<file path="src/framer_pkg.sv">
// shared constants for the block framer and deframer
package framer_pkg;
    localparam int CHAR_W = 7;
    localparam int BYTE_W = 8;
    localparam int LEN_W = 16;
    localparam int LEN_NIBBLES = 4;
    localparam int FIFO_DEPTH = 8;
    localparam logic [6:0] START_CHAR = 7'h23;
    localparam logic [6:0] STOP_CHAR = 7'h0d;
    localparam logic [2:0] NIB_TAG = 3'h4;
    localparam logic [7:0] OP_OPEN = 8'h01;
    localparam logic [7:0] OP_MAKE = 8'h02;
    localparam logic [7:0] OP_READ = 8'h03;
    localparam logic [7:0] OP_WRITE = 8'h04;
    localparam logic [7:0] OP_CLOSE = 8'h05;
    localparam logic [7:0] OP_END = 8'h06;
    localparam logic [15:0] LEN_RESET = 16'h0000;
    localparam logic [7:0] SUM_RESET = 8'h00;
    localparam logic [1:0] LAST_NIBBLE = 2'h3;
endpackage

</file>
<file path="src/block_framer.sv">
// blocked file-transfer framer with deframer and payload fifo
`timescale 1ns/10ps

// Function
// - local side sends requests; remote answers each request exactly once.
// - every line character carries seven data bits.
// - both ends run the serial channel at the same baud rate.
// - each request or answer travels in exactly one framed block.
// - a block opens with character 35; receiver starts a block on it.
// - length field counts payload bytes before encoding.
// - length goes as four nibbles plus 64, most significant first.
// - length, payload and checksum characters lie in 64 to 79.
// - each payload byte goes as high nibble then low nibble, plus 64.
// - an 8-bit checksum follows the payload as two nibble characters.
// - payload sum plus checksum is zero modulo 256.
// - a block closes with character 13; total length is 2N plus 8.
module block_framer (
    // clock and reset
    input wire logic clk,
    input wire logic rst,
    // block request: length latched on start
    input wire logic tx_start,
    input wire logic [15:0] tx_len,
    output logic tx_busy,
    // payload bytes into the fifo
    input wire logic tx_data_valid,
    output logic tx_data_ready,
    input wire logic [7:0] tx_data,
    // line characters to the serial controller
    output logic [6:0] line_tx_char,
    output logic line_tx_valid,
    input wire logic line_tx_ready,
    // line characters from the serial controller
    input wire logic [6:0] line_rx_char,
    input wire logic line_rx_valid,
    // received payload
    output logic [7:0] rx_byte,
    output logic rx_byte_valid,
    output logic [15:0] rx_len,
    output logic [7:0] rx_opcode,
    output logic rx_done,
    output logic rx_error
);
    typedef enum logic [2:0] {
        T_IDLE, T_START, T_LEN, T_DHI, T_DLO, T_CHI, T_CLO, T_STOP
    } tx_state_e;

    tx_state_e state_q;
    tx_state_e state_d;
    logic [15:0] lsh_q;
    logic [15:0] cnt_q;
    logic [1:0] idx_q;
    logic [7:0] byte_q;
    logic [7:0] sum_q;
    logic [7:0] ck_q;
    logic [6:0] char_q;
    logic valid_q;
    logic busy_q;
    logic [6:0] char_d;

    wire fifo_valid;
    wire [7:0] fifo_data;
    wire fifo_ready;

    // the request path holds only payload bytes; start and length characters are made by the framer
    byte_fifo #(
        .WIDTH(framer_pkg::BYTE_W),
        .DEPTH(framer_pkg::FIFO_DEPTH)
    ) u_fifo (
        .clk(clk),
        .rst(rst),
        .in_valid(tx_data_valid),
        .in_ready(tx_data_ready),
        .in_data(tx_data),
        .out_valid(fifo_valid),
        .out_ready(fifo_ready),
        .out_data(fifo_data)
    );

    block_deframer u_rx (
        .clk(clk),
        .rst(rst),
        .line_rx_char(line_rx_char),
        .line_rx_valid(line_rx_valid),
        .rx_byte(rx_byte),
        .rx_byte_valid(rx_byte_valid),
        .rx_len(rx_len),
        .rx_opcode(rx_opcode),
        .rx_done(rx_done),
        .rx_error(rx_error)
    );

    // one character slot: either empty or being taken this cycle
    wire slot_free = !valid_q || line_tx_ready;
    wire need_byte = (state_q == T_DHI);
    // a data slot waits for the fifo rather than send a stale nibble
    wire advance = slot_free && (state_q != T_IDLE) && (!need_byte || fifo_valid);
    wire accept_start = tx_start && (state_q == T_IDLE);
    // negated running sum makes the block total zero
    wire [7:0] ck_d = 8'(8'h00 - sum_q);
    wire last_len = (idx_q == framer_pkg::LAST_NIBBLE);
    wire last_byte = (cnt_q == 16'h1);
    wire zero_len = (cnt_q == framer_pkg::LEN_RESET);
    assign fifo_ready = need_byte && advance;

    always_comb begin
        state_d = state_q;
        char_d = char_q;
        unique case (state_q)
            T_IDLE: begin
                if (accept_start) begin
                    state_d = T_START;
                end
            end
            T_START: begin
                char_d = framer_pkg::START_CHAR;
                state_d = T_LEN;
            end
            T_LEN: begin
                char_d = {framer_pkg::NIB_TAG, lsh_q[15:12]};
                if (last_len) begin
                    state_d = zero_len ? T_CHI : T_DHI;
                end
            end
            T_DHI: begin
                char_d = {framer_pkg::NIB_TAG, fifo_data[7:4]};
                state_d = T_DLO;
            end
            T_DLO: begin
                char_d = {framer_pkg::NIB_TAG, byte_q[3:0]};
                state_d = last_byte ? T_CHI : T_DHI;
            end
            T_CHI: begin
                char_d = {framer_pkg::NIB_TAG, ck_d[7:4]};
                state_d = T_CLO;
            end
            T_CLO: begin
                char_d = {framer_pkg::NIB_TAG, ck_q[3:0]};
                state_d = T_STOP;
            end
            T_STOP: begin
                char_d = framer_pkg::STOP_CHAR;
                state_d = T_IDLE;
            end
        endcase
    end

    always_ff @(posedge clk) begin
        if (rst) begin
            state_q <= T_IDLE;
        end else if (accept_start || advance) begin
            state_q <= state_d;
        end
    end

    always_ff @(posedge clk) begin
        if (rst) begin
            char_q <= '0;
            valid_q <= 1'b0;
        end else if (advance) begin
            char_q <= char_d;
            valid_q <= 1'b1;
        end else if (line_tx_ready) begin
            valid_q <= 1'b0;
        end
    end

    always_ff @(posedge clk) begin
        if (rst) begin
            lsh_q <= framer_pkg::LEN_RESET;
            cnt_q <= framer_pkg::LEN_RESET;
            idx_q <= '0;
        end else if (accept_start) begin
            lsh_q <= tx_len;
            cnt_q <= tx_len;
            idx_q <= '0;
        end else if (advance && state_q == T_LEN) begin
            lsh_q <= {lsh_q[11:0], 4'h0};
            idx_q <= idx_q + 2'h1;
        end else if (advance && state_q == T_DLO) begin
            cnt_q <= cnt_q - 16'h1;
        end
    end

    always_ff @(posedge clk) begin
        if (rst) begin
            byte_q <= '0;
            sum_q <= framer_pkg::SUM_RESET;
            ck_q <= framer_pkg::SUM_RESET;
        end else if (accept_start) begin
            sum_q <= framer_pkg::SUM_RESET;
        end else if (fifo_ready) begin
            byte_q <= fifo_data;
            sum_q <= 8'(sum_q + fifo_data);
        end else if (advance && state_q == T_CHI) begin
            ck_q <= ck_d;
        end
    end

    // busy covers the last character until the controller takes it
    always_ff @(posedge clk) begin
        if (rst) begin
            busy_q <= 1'b0;
        end else begin
            busy_q <= accept_start || (state_q != T_IDLE) || (valid_q && !line_tx_ready);
        end
    end

    assign line_tx_char = char_q;
    assign line_tx_valid = valid_q;
    assign tx_busy = busy_q;

    // count of characters sent in the current block, for the 2N+8 check
    logic [17:0] nchars_q;
    logic [15:0] blk_len_q;
    always_ff @(posedge clk) begin
        if (rst) begin
            nchars_q <= '0;
            blk_len_q <= framer_pkg::LEN_RESET;
        end else if (accept_start) begin
            nchars_q <= '0;
            blk_len_q <= tx_len;
        end else if (advance) begin
            nchars_q <= nchars_q + 18'h1;
        end
    end

    tx_start_char_a: assert property (@(posedge clk) disable iff (rst)
        (state_q == T_START && advance) |=> line_tx_char == framer_pkg::START_CHAR)
        else $error("block did not open with start character");
    tx_char_range_a: assert property (@(posedge clk) disable iff (rst)
        (advance && state_q inside {T_LEN, T_DHI, T_DLO, T_CHI, T_CLO})
        |=> line_tx_char >= 7'h40 && line_tx_char <= 7'h4f)
        else $error("encoded character outside 64..79");
    tx_len_order_a: assert property (@(posedge clk) disable iff (rst)
        (state_q == T_LEN && advance) |=> line_tx_char[3:0] == $past(lsh_q[15:12]))
        else $error("length nibble out of order");
    tx_byte_lo_a: assert property (@(posedge clk) disable iff (rst)
        fifo_ready |=> (state_q == T_DLO) && line_tx_char[3:0] == $past(fifo_data[7:4]))
        else $error("high nibble not sent first");
    tx_cksum_zero_a: assert property (@(posedge clk) disable iff (rst)
        (state_q == T_CLO && advance) |=> 8'(sum_q + ck_q) == 8'h00)
        else $error("checksum does not zero the sum");
    tx_stop_len_a: assert property (@(posedge clk) disable iff (rst)
        (state_q == T_STOP && advance) |=> line_tx_char == framer_pkg::STOP_CHAR
        && nchars_q == 18'(2 * blk_len_q) + 18'd8)
        else $error("stop character or block length wrong");
    tx_len_load_a: assert property (@(posedge clk) disable iff (rst)
        accept_start |=> cnt_q == $past(tx_len) && state_q == T_START)
        else $error("length not latched from request");
    tx_hold_a: assert property (@(posedge clk) disable iff (rst)
        (line_tx_valid && !line_tx_ready) |=> line_tx_valid && $stable(line_tx_char))
        else $error("character dropped while stalled");

    // request handling and the place of every character in the block
    tx_refuse_a: assert property (@(posedge clk) disable iff (rst)
        (tx_start && state_q != T_IDLE) |=> $stable(blk_len_q))
        else $error("request taken while a block was in progress");
    tx_busy_a: assert property (@(posedge clk) disable iff (rst)
        accept_start |=> tx_busy)
        else $error("busy not raised for a taken request");
    tx_idle_busy_a: assert property (@(posedge clk) disable iff (rst)
        !tx_busy |-> state_q == T_IDLE)
        else $error("busy low while a block is in progress");
    tx_idle_hold_a: assert property (@(posedge clk) disable iff (rst)
        (state_q == T_IDLE && !accept_start) |=> state_q == T_IDLE)
        else $error("block began without a request");
    tx_len_first_a: assert property (@(posedge clk) disable iff (rst)
        (state_q == T_START && advance) |=> state_q == T_LEN && idx_q == 2'h0)
        else $error("length field did not follow the start character");
    tx_len_end_a: assert property (@(posedge clk) disable iff (rst)
        (state_q == T_LEN && advance && last_len) |=> state_q != T_LEN)
        else $error("more than four length characters");
    tx_empty_a: assert property (@(posedge clk) disable iff (rst)
        (state_q == T_LEN && advance && last_len && zero_len) |=> state_q == T_CHI)
        else $error("empty block did not go straight to the checksum");
    tx_wait_data_a: assert property (@(posedge clk) disable iff (rst)
        (state_q == T_DHI && !fifo_valid) |=> state_q == T_DHI)
        else $error("data character sent without a payload byte");
    tx_fifo_pop_a: assert property (@(posedge clk) disable iff (rst)
        fifo_ready |-> state_q == T_DHI && fifo_valid && slot_free)
        else $error("payload byte taken outside a data slot");
    tx_data_lo_a: assert property (@(posedge clk) disable iff (rst)
        (state_q == T_DLO && advance) |=> line_tx_char[3:0] == $past(byte_q[3:0]))
        else $error("low nibble not sent second");
    tx_ck_hi_a: assert property (@(posedge clk) disable iff (rst)
        (state_q == T_CHI && advance) |=> line_tx_char[3:0] == ck_q[7:4])
        else $error("checksum high nibble wrong");
    tx_ck_lo_a: assert property (@(posedge clk) disable iff (rst)
        (state_q == T_CLO && advance) |=> line_tx_char[3:0] == ck_q[3:0])
        else $error("checksum low nibble wrong");
    tx_stop_idle_a: assert property (@(posedge clk) disable iff (rst)
        (state_q == T_STOP && advance) |=> state_q == T_IDLE && line_tx_valid)
        else $error("block did not end after the stop character");
    tx_char_step_a: assert property (@(posedge clk) disable iff (rst)
        advance |=> nchars_q == 18'($past(nchars_q) + 18'h1))
        else $error("character count skipped");

    // covers: a full block, an empty block and a stalled fill
    tx_block_cov: cover property (@(posedge clk) disable iff (rst)
        state_q == T_STOP && advance);
    tx_zero_cov: cover property (@(posedge clk) disable iff (rst)
        accept_start && tx_len == 16'h0000);
    tx_full_cov: cover property (@(posedge clk) disable iff (rst)
        tx_data_valid && !tx_data_ready);
endmodule // block_framer

</file>
<file path="src/byte_fifo.sv">
// synchronous valid/ready fifo
`timescale 1ns/10ps
module byte_fifo #(
    parameter int WIDTH = 8,
    parameter int DEPTH = 8
) (
    // clock and reset
    input wire logic clk,
    input wire logic rst,
    // fill side
    input wire logic in_valid,
    output logic in_ready,
    input wire logic [WIDTH-1:0] in_data,
    // drain side
    output logic out_valid,
    input wire logic out_ready,
    output logic [WIDTH-1:0] out_data
);
    localparam int AW = $clog2(DEPTH);
    localparam logic [AW:0] FULL_COUNT = (AW+1)'(DEPTH);

    logic [WIDTH-1:0] mem_q [DEPTH];
    logic [AW-1:0] wr_q;
    logic [AW-1:0] rd_q;
    logic [AW:0] count_q;
    wire push = in_valid && in_ready;
    wire pop = out_valid && out_ready;
    wire [AW:0] count_d = count_q + (AW+1)'(push) - (AW+1)'(pop);

    // flags come from registered count only, so both ports are flop outputs
    assign in_ready = (count_q != FULL_COUNT);
    assign out_valid = (count_q != '0);
    assign out_data = mem_q[rd_q];

    always_ff @(posedge clk) begin
        if (push) begin
            mem_q[wr_q] <= in_data;
        end
    end

    always_ff @(posedge clk) begin
        if (rst) begin
            wr_q <= '0;
            rd_q <= '0;
            count_q <= '0;
        end else begin
            if (push) begin
                wr_q <= (wr_q == AW'(DEPTH - 1)) ? '0 : wr_q + AW'(1);
            end
            if (pop) begin
                rd_q <= (rd_q == AW'(DEPTH - 1)) ? '0 : rd_q + AW'(1);
            end
            count_q <= count_d;
        end
    end

    fifo_bound_a: assert property (@(posedge clk) disable iff (rst)
        count_q <= FULL_COUNT)
        else $error("fifo count above depth");
endmodule // byte_fifo

</file>
<file path="src/block_deframer.sv">
// receive side: line characters back to payload bytes
`timescale 1ns/10ps
module block_deframer (
    // clock and reset
    input wire logic clk,
    input wire logic rst,
    // line characters from the serial controller
    input wire logic [6:0] line_rx_char,
    input wire logic line_rx_valid,
    // payload out
    output logic [7:0] rx_byte,
    output logic rx_byte_valid,
    output logic [15:0] rx_len,
    output logic [7:0] rx_opcode,
    output logic rx_done,
    output logic rx_error
);
    typedef enum logic [2:0] {R_HUNT, R_LEN, R_DHI, R_DLO, R_CHI, R_CLO, R_STOP} rx_state_e;

    rx_state_e state_q;
    logic [1:0] idx_q;
    logic [15:0] cnt_q;
    logic [3:0] hi_q;
    logic [7:0] sum_q;
    logic sum_ok_q;
    logic first_q;

    wire nib_ok = (line_rx_char[6:4] == framer_pkg::NIB_TAG);
    wire [3:0] nib = line_rx_char[3:0];
    wire [7:0] byte_in = {hi_q, nib};
    wire [7:0] sum_next = 8'(sum_q + byte_in);
    wire [15:0] len_next = {rx_len[11:0], nib};
    wire in_body = (state_q != R_HUNT) && (state_q != R_STOP);
    wire bad_char = line_rx_valid && in_body && !nib_ok;

    always_ff @(posedge clk) begin
        if (rst) begin
            state_q <= R_HUNT;
            idx_q <= '0;
            cnt_q <= framer_pkg::LEN_RESET;
            hi_q <= '0;
            sum_q <= framer_pkg::SUM_RESET;
            sum_ok_q <= 1'b0;
            first_q <= 1'b0;
            rx_byte <= '0;
            rx_byte_valid <= 1'b0;
            rx_len <= framer_pkg::LEN_RESET;
            rx_opcode <= '0;
            rx_done <= 1'b0;
            rx_error <= 1'b0;
        end else begin
            rx_byte_valid <= 1'b0;
            rx_done <= 1'b0;
            rx_error <= 1'b0;
            if (bad_char) begin
                // user must drop bytes already seen for this block
                state_q <= R_HUNT;
                rx_error <= 1'b1;
            end else if (line_rx_valid) begin
                unique case (state_q)
                    R_HUNT: if (line_rx_char == framer_pkg::START_CHAR) begin
                        state_q <= R_LEN;
                        idx_q <= '0;
                        sum_q <= framer_pkg::SUM_RESET;
                        first_q <= 1'b1;
                    end
                    R_LEN: begin
                        rx_len <= len_next;
                        idx_q <= idx_q + 2'h1;
                        if (idx_q == framer_pkg::LAST_NIBBLE) begin
                            cnt_q <= len_next;
                            state_q <= (len_next == '0) ? R_CHI : R_DHI;
                        end
                    end
                    R_DHI: begin
                        hi_q <= nib;
                        state_q <= R_DLO;
                    end
                    R_DLO: begin
                        rx_byte <= byte_in;
                        rx_byte_valid <= 1'b1;
                        sum_q <= sum_next;
                        cnt_q <= cnt_q - 16'h1;
                        first_q <= 1'b0;
                        if (first_q) begin
                            rx_opcode <= byte_in;
                        end
                        state_q <= (cnt_q == 16'h1) ? R_CHI : R_DHI;
                    end
                    R_CHI: begin
                        hi_q <= nib;
                        state_q <= R_CLO;
                    end
                    R_CLO: begin
                        sum_ok_q <= (sum_next == 8'h00);
                        state_q <= R_STOP;
                    end
                    R_STOP: begin
                        state_q <= R_HUNT;
                        if (line_rx_char == framer_pkg::STOP_CHAR && sum_ok_q) begin
                            rx_done <= 1'b1;
                        end else begin
                            rx_error <= 1'b1;
                        end
                    end
                endcase
            end
        end
    end

    rx_range_err_a: assert property (@(posedge clk) disable iff (rst)
        bad_char |=> rx_error && state_q == R_HUNT)
        else $error("out of range character not flagged");
    rx_done_sum_a: assert property (@(posedge clk) disable iff (rst)
        rx_done |-> $past(sum_ok_q) && $past(line_rx_char) == framer_pkg::STOP_CHAR)
        else $error("block accepted without good checksum and stop");
    rx_no_both_a: assert property (@(posedge clk) disable iff (rst)
        !(rx_done && rx_error))
        else $error("block both accepted and rejected");
    rx_done_cov: cover property (@(posedge clk) disable iff (rst) rx_done);
    rx_error_cov: cover property (@(posedge clk) disable iff (rst) rx_error);
endmodule // block_deframer

</file>
<file path="config.mk">
export PLATFORM = sky130hd
export DESIGN_NAME = block_framer
export DESIGN_NICKNAME = d
export VERILOG_FILES = /design/src/framer_pkg.sv /design/src/block_framer.sv /design/src/byte_fifo.sv /design/src/block_deframer.sv
export SDC_FILE = /design/constraint.sdc
export NUM_CORES = 1
export LEC_CHECK = 0
export BUFFER_PORTS_ARGS = -buffer_cell sky130_fd_sc_hd__buf_4
export CORE_UTILIZATION = 45
export DETAILED_ROUTE_END_ITERATION = 6
export PLACE_DENSITY = 0.69
export SYNTH_ARGS = -nofsm -noshare
export SYNTH_HDL_FRONTEND = slang
export SYNTH_HIERARCHICAL = 1
export SYNTH_SLANG_ARGS = --single-unit
</file>
<file path="constraint.sdc">
create_clock -name clk -period 4.55 [get_ports clk]
set_clock_uncertainty 0.2 [all_clocks]
set_input_delay 1.1375 -clock clk [delete_from_list [all_inputs] [get_ports clk]]
set_output_delay 1.1375 -clock clk [all_outputs]
set_load 0.01 [all_outputs]
</file>
== Word-level counts from Yosys, hierarchy flattened ==
Memory sizes are Yosys's and may differ from the RTL's. A register that Yosys moved wholly into a read port is not among the register bits.
Cells that the tools add are included.
Storage, ports and cells
  input bits: 37
  word-level logic and storage cells: 167
  output and inout bits: 45
  memories: 1
  memory bits (writable): 64
  register bits after elaboration: 142
Memories
  u_fifo.mem_q: words 8, bits a word 8, read ports 1, clocked after Yosys merged registers in 1, wr ports 1, RTL line byte_fifo.sv:22  | logic [WIDTH-1:0] mem_q [DEPTH];
Cells by class
  bitwise logic cells: 5
  eq/ne operators: 29
  reduce and logical (&&, ||, !) cells: 57
  multiplexer cells: 38
  add/subtract/negate cells: 11
Operator list (count)
  $mux 16: 6
  $pmux 7 s7: 1
  $mux 3: 12
  $eq 16x1->1 const B: 2
  $logic_not 16->1: 2
  $pmux 16 s2: 1
  $sub 16x1->16 const B: 2
  $eq 3x3->1 const B: 10
  $pmux 3 s8: 1
  $pmux 3 s7: 1
  $reduce_and 3->1: 7
  $add 8x8->8: 2
  $pmux 8 s2: 1
  $reduce_and 4->1: 4
  $logic_and 1x1->1: 14
  $eq 3x2->1 const B: 4
  $reduce_bool 2->1: 6
  $mux 1: 11
  $logic_not 8->1: 1
  $mux 8: 1
  $sub 1x8->8 const A: 1
  $eq 7x4->1 const B: 1
  $eq 7x6->1 const B: 1
  $reduce_bool 7->1: 1
  23 further kinds: 47

== Longest topological paths before layout ==
  depth after elaboration: 8
  mapped depth: 16

== Modules after synthesis ==
Netlist, hierarchy kept.
Modules (own cells, without submodules)
  block_deframer: cells an instance 458, sequential area each 1401.3 um^2, times used 1, area each 3529.6 um^2
  block_framer: cells an instance 409, sequential area each 1221.2 um^2, times used 1, area each 3286.9 um^2
  byte_fifo: cells an instance 173, sequential area each 2182.1 um^2, times used 1, area each 3169.3 um^2

== Worst setup path after synthesis ==
Ideal clock, no wire load.
  kind: input to register
  start point: input line_tx_ready
  end point: register u_fifo.count_q[2]
  data required time: 4223 ps
  setup time: 127 ps
  slack: 1118 ps
  cell stages on the path: 13
  data arrival time: 3105 ps
  buffers on the path: 1
  cells stage by stage: nor2b_1 -> nor2_1 -> nand2_1 -> inv_1 -> clkbuf_1 -> and2_1 -> ha_1 -> inv_1 -> ha_1 -> inv_1 -> fa_1 -> xor2_1 -> nor2_1
On the way
  word-level cells in the longest chain between the ends: 6
Ends and longest elaborated chain
  start, declared: RTL line block_framer.sv:32  | input wire logic line_tx_ready,
  $logic_or 1x1->1: RTL line block_framer.sv:94  | wire slot_free = !valid_q || line_tx_ready;
  $logic_and 1x1->1 (2 in series): RTL line block_framer.sv:97  | wire advance = slot_free && (state_q != T_IDLE) && (!need_byte || fifo_valid);
  $logic_and 1x1->1: RTL line block_framer.sv:104  | assign fifo_ready = need_byte && advance;
  named net fifo_ready: RTL line block_framer.sv:63  | wire fifo_ready;
  $logic_and 1x1->1: RTL line byte_fifo.sv:27  | wire pop = out_valid && out_ready;
  $sub 4x1->4: RTL line byte_fifo.sv:28  | wire [AW:0] count_d = count_q + (AW+1)'(push) - (AW+1)'(pop);
  end signal, assigned: RTL line byte_fifo.sv:53  | count_q <= count_d;
  end, declared: RTL line byte_fifo.sv:25  | logic [AW:0] count_q;
The timed path passes the listed nets, and every way through them passes these cells.
A chain may end at the register's enable or synchronous reset.

==> run summary <==
Rows: 54
R2R depth: 9
Final TNS setup: 0 ps
Root Buffer Master: clkbuf_16
max_cap viols: 0
FF+latch count, synth: 208
Crit Path Max Fanout: 9
Post-synth EDFFs: 64
synth cell count leaders: nand2_1, dfxtp_1, a21oi_1
Worst R2R End: sum_q[6]$_SDFFE_PP0P_
cell area after synthesis: 9990 µm²
first-pass GRT wire length: 37400 µm
CP Cell Sequence: buf_4 > mux4_1 > mux2_2 > fa_1 > a211oi_1 > o21bai_1 > a21oi_1 > or4_1 > nand3_1
power per cell area: 395 nW/µm²
Diodes inserted: 0
CP endpoint kind: flop
critical setup path kind: reg2reg
1st-iter DRT viols: 419
most common cell in the netlist: nand2_1
largest net degree at the start of global routing: 82
Routed Antenna Nets: 0
Critical path destination: sum_q[6]$_SDFFE_PP0P_
DRT Pass-1 Iters: 5
Leak Pwr: 0.00424 µW
Via-to-Cell Ratio: 5.64
Remaining DRCs: 0
routed vias: 7871
synth warn: 6
post-route cell area: 11500 µm²
final setup violation count: 0
layout cell share with drive strength beyond 1: 14.1%
CTS tree: done
post-synth cell types: 76
GRT Total Usage: 20.5%
die area: 22800 µm²
CTS clk-pin slew, worst paths: 60 ps
minimum clock period: 3440 ps
worst hold path class: reg2reg
ys flop type: dfxtp_1
Finished Core Util: 52.8%
nets: 1170
number of I/O port buffers: 80
CTS resizes: 0
Synth Instances: 1040
P&R area growth vs syn: 15.5%
worst vdd ir: 0.000282 V
Slew HR: 40.5%
routed len/inst: 16.5 µm
area leader, netlist: dfxtp_1
vias in the first global route: 7387
reg2reg setup slack: 1110 ps
Synth Net Count: 1111
fin. max-slew vios: 0
Period Utilization, post-route: 75.6%
cts bufs inserted: 23
CP required: 4750 ps
Die Y: 151 µm
CTS H-tree lvls: 1
Yosys top cell area share: 28.9%
maximum root-to-sink buffer count: 3
RSZ-0062 raised after global routing: no
Worst setup SP type: flop
Core Region: 21800 µm²
Critical Path AT: 3640 ps
later-pin clock latency in the skew report: 520 ps
Finished Layout Cells: 1395
CP peak stage delay: 620 ps
status: finished clean
Total Power: 4560 µW
Worst-Margin Slew: 889 ps
Final Hold Viols: 0
Die X: 151 µm
Area after DPL: 10800 µm²
asr flop ratio synth: 0%
Seq/Total Area, Yosys: 48.1%
Post-CTS Setup Inserts: 0
Ports: 82
highest clock rate: 291 MHz
total grt overflow: 0
mean area per synthesized cell: 9.60 µm²
CTS Sinks: 208
final WL: 23000 µm
# placed instances: 1354
cts hold-fix bufs: 0
RD Place Congestion: 0.850
largest cells by area after synthesis: dfxtp_1, edfxtp_1, a21oi_1
Crit-path slowest cell: dfxtp_1
Initial Util: 45.8%
initial antenna violation count: 0
detailed placement HPWL: 15500 µm
-- critical path: cells and delay by family, from the launching register on --
| kind | cells | cell delay, ps |
|---|---|---|
| multiplexers | 2 | 900 |
| AO/OA/AOI/OAI | 3 | 680 |
| flip-flops | 1 | 620 |
| adder cells (fa/ha/maj) | 1 | 460 |
| buffers and inverters | 1 | 270 |
| AND/OR/NAND/NOR | 2 | 180 |
-- stage by stage --
| stage | hold slack, ps | worst slack, ps |
|---|---|---|
| 2_1_floorplan | 234 | 1120 |
| 3_3_place_gp | 242 | 947 |
| 3_5_place_dp | 251 | 875 |
| 4_1_cts | 260 | 1120 |
| 5_1_grt | 280 | 882 |
| 6_report | 252 | 1110 |
-- cells in the final DEF (no fill, tap or decap), types with 6 or more instances in the layout --
master,instances
o21bai_1,13
ha_1,31
a31oi_1,14
nand3_1,44
inv_1,20
nand4_1,7
clkbuf_16,23
a22oi_1,7
a211oi_1,8
or3_1,8
mux2_2,9
edfxtp_1,64
or4_1,7
nor2_1,67
nand3b_1,6
o21ai_0,36
mux4_1,15
nand2b_1,15
nor4_1,15
nor3b_1,9
a21oi_1,120
dfxtp_1,144
o21ai_1,6
mux2i_1,10
buf_4,97
clkbuf_1,7
o211ai_1,8
xor2_1,14
a21o_1,9
nor3_1,24
nand2_1,156
xnor2_1,14
-- report_power, final --
group	internal (µW)	switching (µW)	leakage, µW
logic	261	370	0.00213
clock network	1080	730	0.000353
registers	2030	87.3	0.00175
total	3370	1190	0.00424
-- area by class of cell --
| type | count | area [µm²] |
|---|---|---|
| clock buffer | 32 | 629 |
| multi-input combinational | 747 | 4810 |
| clock inverter | 9 | 109 |
| timing repair buffer | 98 | 748 |
| tap | 280 | 350 |
| sequential | 208 | 4800 |
| fill | 1976 | 10300 |
| inverter | 21 | 78.8 |
-- per-layer routing --
layer	track usage (%)	share of wire, %	up-vias	routed length [µm]
met3	3.58	4.8	21	1100
li1	-	-	3924	-
met2	33.9	47	163	10800
met5	0	0	-	0
met4	4.50	1.4	0	318
met1	27.8	47	3763	10800
-- worst min-delay path by stage --
stage                                  from                            to  slack (ps)  depth (start not counted)
2_1_floorplan        byte_q[3]$_SDFFE_PP0P_        byte_q[3]$_SDFFE_PP0P_         230                          2
3_3_place_gp   line_tx_char[6]$_SDFFE_PP0P_  line_tx_char[6]$_SDFFE_PP0P_         240                          2
3_5_place_dp   u_rx/rx_byte[3]$_SDFFE_PP0P_  u_rx/rx_byte[3]$_SDFFE_PP0P_         250                          2
4_1_cts        u_rx/rx_len[12]$_SDFFE_PP0P_  u_rx/rx_len[12]$_SDFFE_PP0P_         260                          2
5_1_grt               lsh_q[3]$_SDFFE_PP0P_         lsh_q[3]$_SDFFE_PP0P_         280                          2
6_report       line_tx_char[6]$_SDFFE_PP0P_  line_tx_char[6]$_SDFFE_PP0P_         250                          2
-- cells by family (layout without fill, tap and decap cells) --
family	Yosys count	in the layout	share of synthesized area, %
adder cells (fa/ha/maj)	34	34	4.49
multiplexers	35	35	6.19
AND/OR/NAND/NOR	395	395	19.7
XOR/XNOR	28	28	2.46
other	1	1	0.0376
buffers and inverters	85	160	3.71
flip-flops	208	208	48.1
AO/OA/AOI/OAI	254	254	15.3
-- flip-flops by register name, indices dropped and copies added, names as in the netlist, 2 cells and up, named ones only --
register        flops
u_rx/hi_q           4
sum_q               8
u_rx/rx_opcode      8
byte_q              4
u_fifo/wr_q         3
u_rx/rx_byte        8
idx_q               2
u_fifo/count_q      4
u_rx/idx_q          2
u_fifo/rd_q         3
u_rx/sum_q          8
ck_q                4
lsh_q              16
u_rx/cnt_q         16
u_rx/state_q        3
state_q             3
u_fifo/mem_q       64
u_rx/rx_len        16
cnt_q              16
line_tx_char        6
Power figures use the tool's default switching activity.
